## src/fpc_regs.svh

```systemverilog
`ifndef FPC_REGS_SVH
`define FPC_REGS_SVH
// Command codes
`define CMD_FEATURE 8'hD1
`define CMD_SENSE 8'hD2
`define CMD_PHASE 8'hD3
// Feature word fields
`define FW_MINDUTY_HI 15
`define FW_MINDUTY_LO 11
`define FW_MINDUTY_EN 7
`define FW_VSEL 5
`define FW_LSD_LVL 3
`define FW_PG_PP 2
`define FW_XT_EN 1
`define FW_XT_FLT 0
`define FW_MASK 16'hF8AF
// Sense impedance reset (2 milliohm)
`define SENSE_RST 16'hC200
`define SENSE_EXP_HI 15
`define SENSE_EXP_LO 11
// Minimum duty denominator 512 is a shift by 9
`define DUTY_SHIFT 9
`endif

```

## src/fpc_pkg.sv

```systemverilog
package fpc_pkg;
    typedef struct packed {
        logic wr;
        logic rd;
        logic [7:0] cmd;
        logic [15:0] wdata;
        logic page;
    } bus_req_t;
    typedef struct packed {
        logic [4:0] min_duty;
        logic min_duty_en;
        logic vsel;
        logic lsd_level;
        logic pg_push_pull;
        logic xt_en;
        logic xt_fault;
    } feat_t;
endpackage : fpc_pkg

```

## src/chan_outputs.sv

```systemverilog
`timescale 1ns/1ps
`include "fpc_regs.svh"
// Per-channel pin behaviour derived from the feature word
module chan_outputs
    import fpc_pkg::*;
(
    input wire logic mclk,
    input wire logic srst,
    input wire logic [15:0] feat,
    input wire logic enabled,
    input wire logic pwm_in,
    input wire logic pg_level,
    input wire logic strap_a,
    input wire logic strap_b,
    input wire logic xt_valid,
    input wire logic xt_over,
    input wire logic int_over,
    output logic low_side_drive,
    output logic power_ok_out,
    output logic power_ok_oe,
    output logic strap_sel,
    output logic temp_fault,
    output logic duty_floor_en,
    output logic [9:0] duty_floor_num
);
    // Outputs registered so pins never glitch on a config write
    always_ff @(posedge mclk) begin
        if (srst) begin
            low_side_drive <= 1'b0;
            power_ok_out <= 1'b0;
            power_ok_oe <= 1'b1;
            strap_sel <= 1'b0;
            temp_fault <= 1'b0;
            duty_floor_en <= 1'b0;
            duty_floor_num <= 10'h000;
        end else begin
            low_side_drive <= enabled ? pwm_in : feat[`FW_LSD_LVL];
            // Open-drain only drives low; push-pull drives both levels
            power_ok_out <= pg_level;
            power_ok_oe <= feat[`FW_PG_PP] | ~pg_level;
            strap_sel <= feat[`FW_VSEL] ? strap_b : strap_a;
            // External reading counts only when enabled and chosen as source
            if (feat[`FW_XT_EN] && feat[`FW_XT_FLT]) begin
                temp_fault <= xt_valid & xt_over;
            end else begin
                temp_fault <= int_over;
            end
            duty_floor_en <= feat[`FW_MINDUTY_EN];
            // Floor = 2*(v+1)/512, numerator over 512
            // Six-bit sum so a field of 31 gives 32, then doubled to 64
            duty_floor_num <= {3'h0, {1'b0, feat[`FW_MINDUTY_HI:`FW_MINDUTY_LO]} + 6'h01,
                1'b0};
        end
    end
endmodule : chan_outputs

```

## src/feature_and_phase_config_regs.sv

```systemverilog
`timescale 1ns/1ps
`include "fpc_regs.svh"
module feature_and_phase_config_regs
    import fpc_pkg::*;
#(
    parameter int CHANNELS = 2
) (
    input wire logic mclk,
    input wire logic srst,
    input wire bus_req_t req,
    output logic [15:0] rdata,
    output logic rvalid,
    output logic cmd_ok,
    input wire logic cfg_straps_used,
    input wire logic [15:0] cfg_strap_feature,
    input wire logic [15:0] addr_strap_phase,
    input wire logic [CHANNELS-1:0] chan_enabled,
    input wire logic [CHANNELS-1:0] pwm_in,
    input wire logic [CHANNELS-1:0] pg_level,
    input wire logic voltage_strap_a,
    input wire logic voltage_strap_b,
    input wire logic external_temp_valid,
    input wire logic external_temp_over,
    input wire logic internal_temp_over,
    output logic [CHANNELS-1:0] low_side_drive,
    output logic [CHANNELS-1:0] power_ok_output,
    output logic [CHANNELS-1:0] power_ok_oe,
    output logic [CHANNELS-1:0] strap_sel,
    output logic [CHANNELS-1:0] temp_fault,
    output logic [CHANNELS-1:0] duty_floor_en,
    output logic [CHANNELS*10-1:0] duty_floor_num,
    output logic [15:0] sense_impedance,
    output logic [CHANNELS*16-1:0] phase_group
);
    logic [15:0] feat_r [CHANNELS];
    logic [15:0] phase_r [CHANNELS];
    logic [15:0] sense_r;
    logic load_r;
    logic sa_m, sa_s, sb_m, sb_s, xv_m, xv_s, xo_m, xo_s;
    logic [CHANNELS-1:0] pg_m, pg_s;

    // Decode the three supported command codes
    function automatic logic is_ours(input logic [7:0] c);
        return (c == `CMD_FEATURE) || (c == `CMD_SENSE) || (c == `CMD_PHASE);
    endfunction : is_ours

    // Voltage strap, external temperature and power-good inputs pass two flops before use; internal_temp_over and the config straps do not
    always_ff @(posedge mclk) begin
        sa_m <= voltage_strap_a;
        sa_s <= sa_m;
        sb_m <= voltage_strap_b;
        sb_s <= sb_m;
        xv_m <= external_temp_valid;
        xv_s <= xv_m;
        xo_m <= external_temp_over;
        xo_s <= xo_m;
        pg_m <= pg_level;
        pg_s <= pg_m;
    end

    // Straps are caught the cycle after reset release, not inside reset
    always_ff @(posedge mclk) begin
        if (srst) begin
            load_r <= 1'b1;
        end else begin
            load_r <= 1'b0;
        end
    end

    // Paged feature and phase registers
    always_ff @(posedge mclk) begin
        for (int i = 0; i < CHANNELS; i++) begin
            if (srst) begin
                feat_r[i] <= 16'h0000;
                phase_r[i] <= 16'h0000;
            end else if (load_r) begin
                feat_r[i] <= cfg_strap_feature & `FW_MASK;
                if (cfg_straps_used) begin
                    phase_r[i] <= addr_strap_phase;
                end
            end else if (req.wr && (int'(req.page) == i)) begin
                if (req.cmd == `CMD_FEATURE) begin
                    feat_r[i] <= req.wdata & `FW_MASK;
                end
                // Whole word kept; its field layout is decoded elsewhere
                if (req.cmd == `CMD_PHASE) begin
                    phase_r[i] <= req.wdata;
                end
            end
        end
    end

    // Global sense impedance, stored raw in its float format
    always_ff @(posedge mclk) begin
        if (srst) begin
            sense_r <= `SENSE_RST;
        end else if (req.wr && req.cmd == `CMD_SENSE) begin
            sense_r <= req.wdata;
        end
    end

    // Read port answers one cycle after the strobe
    always_ff @(posedge mclk) begin
        if (srst) begin
            rdata <= 16'h0000;
            rvalid <= 1'b0;
            cmd_ok <= 1'b0;
        end else begin
            rvalid <= req.rd;
            cmd_ok <= (req.rd | req.wr) & is_ours(req.cmd);
            case (req.cmd)
                `CMD_FEATURE: rdata <= req.rd ? feat_r[req.page] : 16'h0000;
                `CMD_SENSE: rdata <= req.rd ? sense_r : 16'h0000;
                `CMD_PHASE: rdata <= req.rd ? phase_r[req.page] : 16'h0000;
                default: rdata <= 16'h0000;
            endcase
        end
    end

    // Value used by the input current computation
    assign sense_impedance = sense_r;

    // Per-channel pin logic
    for (genvar g = 0; g < CHANNELS; g++) begin : g_ch
        assign phase_group[g*16 +: 16] = phase_r[g];
        chan_outputs u_ch (
            .mclk(mclk),
            .srst(srst),
            .feat(feat_r[g]),
            .enabled(chan_enabled[g]),
            .pwm_in(pwm_in[g]),
            .pg_level(pg_s[g]),
            .strap_a(sa_s),
            .strap_b(sb_s),
            .xt_valid(xv_s),
            .xt_over(xo_s),
            .int_over(internal_temp_over),
            .low_side_drive(low_side_drive[g]),
            .power_ok_out(power_ok_output[g]),
            .power_ok_oe(power_ok_oe[g]),
            .strap_sel(strap_sel[g]),
            .temp_fault(temp_fault[g]),
            .duty_floor_en(duty_floor_en[g]),
            .duty_floor_num(duty_floor_num[g*10 +: 10])
        );
    end
endmodule : feature_and_phase_config_regs

```

## config.mk

```make
export PLATFORM = sky130hd
export DESIGN_NAME = feature_and_phase_config_regs
export DESIGN_NICKNAME = d
export VERILOG_FILES = /design/src/fpc_pkg.sv /design/src/chan_outputs.sv /design/src/feature_and_phase_config_regs.sv
export VERILOG_INCLUDE_DIRS = /design/src
export SDC_FILE = /design/constraint.sdc
export NUM_CORES = 1
export LEC_CHECK = 0
export BUFFER_PORTS_ARGS = -buffer_cell sky130_fd_sc_hd__clkbuf_2
export CORE_MARGIN = 1.5
export CORE_UTILIZATION = 54
export CTS_CLUSTER_DIAMETER = 80
export CTS_CLUSTER_SIZE = 28
export DETAILED_ROUTE_END_ITERATION = 7
export PLACE_DENSITY = 0.94
export REMOVE_ABC_BUFFERS = 1
export SYNTH_ARGS = -nofsm -noshare
export SYNTH_HDL_FRONTEND = slang
export SYNTH_SLANG_ARGS = --single-unit
export TNS_END_PERCENT = 30
```

## constraint.sdc

```tcl
create_clock -name mclk -period 4.1 [get_ports mclk]
set_clock_uncertainty 0.2 [all_clocks]
set_input_delay 0.205 -clock mclk [delete_from_list [all_inputs] [get_ports mclk]]
set_output_delay 0.205 -clock mclk [all_outputs]
set_load 0.01 [all_outputs]
```

==> impl_metrics.py <==
metrics = {
    "worst_setup_path": {
        "rr_worst_depth": 4,
        "critPathSlowestCell": "nor2_1",
        "path_delay_family": "simple AND/OR/NAND/NOR gates",
        "cp_data_required_time_ns": 4.27,
        "crit_path_start_kind": "flip-flop",
        "critPathBufInv": 1,
        "path_cells": "nand4bb_1 -> nor2_1 -> a32o_1 -> dlygate4sd3_1",
        "critPathMaxFanout": 11,
        "cp-end-kind": "flip-flop",
        "cp.arrival_ns": 3.04,
        "crit_type": "reg2reg",
        "slowest_delay_ns": 0.88,
        "crit_cells": 4,
    },
    "synthesis": {
        "synth_compound_area_share_pct": 14.6,
        "syn_area_um2": 5250,
        "avgSynthCellArea_um2": 12.1,
        "synth_top_family_by_area": "compound AO/OA/AOI/OAI gates",
        "synthSimpleGateAreaFrac_pct": 11.2,
        "syn_inst": 435,
        "synth_area_leader_cell": "edfxtp_1",
        "yosysUniqueCellTypes": 35,
        "synthAdderAreaFrac_pct": 0.477,
        "synth_top_cell_area_share_pct": 30.9,
        "synth_seq_cells": 125,
        "synth_xor_area_share_pct": 1.00,
        "yosysWarnings": 0,
        "ys_seq_area_share_pct": 57.9,
        "yosys-top-cells-area": "edfxtp_1 31%, dfxtp_1 27%, mux2i_1 9.0%",
        "synth.area.mux_share_pct": 8.96,
    },
    "finish": {
        "fillers": 563,
        "fin_util_pct": 79.0,
        "syn_to_final_growth_pct": 40.3,
        "seq_area_um2": 3040,
        "drive_gt1_share_pct": 30.9,
        "postLayoutCellArea_um2": 7370,
        "multiInputGateArea_um2": 1960,
        "diodes": 0,
        "fin_nets": 731,
    },
    "drt": {
        "dr.pass1.iters": 5,
        "route.met2.wl_mm": 8.29,
        "vias": 4594,
        "route.met3.wl_mm": 1.23,
        "wl_mm": 15.9,
        "wl_met1_mm": 5.71,
        "viasPerCell": 5.76,
        "final_antenna_net_count": 0,
        "first_iter_violations": 247,
        "wire_per_inst_um": 19.9,
        "drc": 0,
        "top_layer": "met4",
    },
    "clocking": {
        "clk_latency_ns": 0.51,
        "post_cts.repair.setup_buffers": 0,
        "cts_root_buffer": "clkbuf_8",
        "cts.clk_slew.worst_paths_ns": 0.06,
        "cts_tree": "done",
        "htree_num_levels": 4,
        "clockBufferDepth": 2,
        "clock_sinks": 125,
        "cts_buffers": 17,
    },
    "run_status": {
        "outcome": "finished clean",
    },
    "hold_path": {
        "worst_hold_path.num_cells": 2,
        "hp-class": "in2reg",
    },
    "timing": {
        "slew_viol_final": 0,
        "grt_setup_unrepaired": "no",
        "tightest_slew_ns": 0.994,
        "setup_slack_ns": 1.23,
        "fin_crit_sh_pct": 70.1,
        "setup-tns-final_ns": 0,
        "fmax_mhz": 348,
        "setup_viol": 0,
        "hold_violations": 0,
        "relSlewSlack_pct": 33.4,
        "fin_crit_ns": 2.87,
    },
    "placed_design": {
        "dpl_worst_slack_ns": 1.40,
        "numPortBuffers": 157,
        "dpl_cell_area_um2": 6040,
        "dp_hpwl_mm": 9.38,
        "place_congestion": 0.827,
    },
    "power_and_ir_drop": {
        "p_leak_nw": 3.23,
        "finalPower_mw": 3.08,
        "ir_worst_vdd_mv": 0.344,
        "p_per_area_nw_per_um2": 417,
    },
    "global_route": {
        "grt_first_pass_wirelength_mm": 23.8,
        "grt_usage_pct": 31.2,
        "first_global_vias": 4777,
        "grt_max_degree": 62,
        "grt-ovfl-total": 0,
        "antenna_found_initial": 0,
    },
    "floorplanning": {
        "ios": 171,
        "die_w_um": 102,
        "die-area_um2": 10300,
        "dieHeight_um": 102,
        "start_util_pct": 56.3,
        "rows": 35,
        "core_um2": 9330,
    },
    "run": {
        "maxCapViolations": 0,
    },
}
## through the flow
stage	hold slack [ns]	instances
global route	0.0889	798
detailed placement	0.109	689
global placement	0.108	689
floorplan	0.0327	392
finish	0.0775	798
CTS	0.0378	798
## sequential cells by signal, indices dropped and copies added (netlist names), 12 cells and up
register	cells
g_ch.u_ch.duty_floor_num	12
sense_impedance	16
feat_r	22
phase_r	32
rdata	16
## per-layer routing
metal  track usage [%]  up-vias
li1                  -     2033
met1              34.6     2212
met2              55.3      296
met3              6.69       53
met4              17.8        0
met5                 0        -
## synthesized netlist by cell type, drive strengths merged
cell	instances
a211oi	5
a21oi	14
a22o	32
a32o	22
buf	31
clkbuf	19
conb	1
dfxtp	71
edfxtp	54
ha	2
inv	2
mux2i	47
nand2	7
nand2b	31
nand3	5
nand4	3
nand4bb	1
nor2	38
nor2b	8
nor3	2
nor3b	2
nor4	4
o21a	11
o21ai	11
o22ai	1
o31ai	2
or3	1
or3b	1
or4b	1
xnor2	2
xor2	4
## layout by cell type, fill, tap and decap left out, types with 3 or more instances in the layout
master           n
a211oi_1         5
a21oi_1         14
a22o_1          32
a32o_1          22
buf_4           11
clkbuf_1         3
clkbuf_16       18
clkbuf_2       157
clkinv_2         4
conb_1           8
dfxtp_1         71
dlygate4sd3_1   77
edfxtp_1        54
mux2i_1         47
nand2_1          7
nand2b_1        31
nand3_1          5
nand4_1          3
nor2_1          37
nor2b_1          8
nor4_4           3
o21a_1          11
o21ai_0         11
xor2_1           4
## path summary, 6_finish.rpt
check | slack, ns | startpoint | end
worst max-delay path | 1.23 | load_r | feat_r[0][7]
worst min-delay path | 0.08 | srst | load_r
worst max register to register | 1.23 | load_r | feat_r[0][7]
worst min register to register | 0.13 | pg_m[1] | pg_s[1]
## cells by family after synthesis
kind of cell,Yosys count
flip-flops,125
AND/OR/NAND/NOR,104
XOR/XNOR,6
other,1
adder cells (fa/ha/maj),2
multiplexers,47
AO/OA/AOI/OAI,98
buffers and inverters,52
## area by class of cell
| cell class | count | area share [%] |
|---|---|---|
| clock inverter | 10 | 1.17 |
| tap | 129 | 2.19 |
| timing repair buffer | 245 | 22.2 |
| inverter | 2 | 0.102 |
| multi-input combinational | 265 | 26.6 |
| sequential | 125 | 41.3 |
| clock buffer | 22 | 6.45 |
## worst register-to-register path: stages, from the launching register on
cell and delay [ns]:
dfxtp_1 0.34, nand4bb_1 0.46, nor2_1 0.88, a32o_1 0.30
dlygate4sd3_1 0.55
## power breakdown
group / total, mW / leakage [nW] / switching (mW) / internal, mW
combinational: 0.288 / 1.78 / 0.154 / 0.135
sequential: 1.38 / 1.18 / 0.0286 / 1.35
clock: 1.41 / 0.276 / 0.534 / 0.873
## what timing repair did
action,CTS,global route
hold buffers,77,0
hold endpoints to repair,82,0
gates resized for setup,0,0
(Power assumes the default switching activity.)
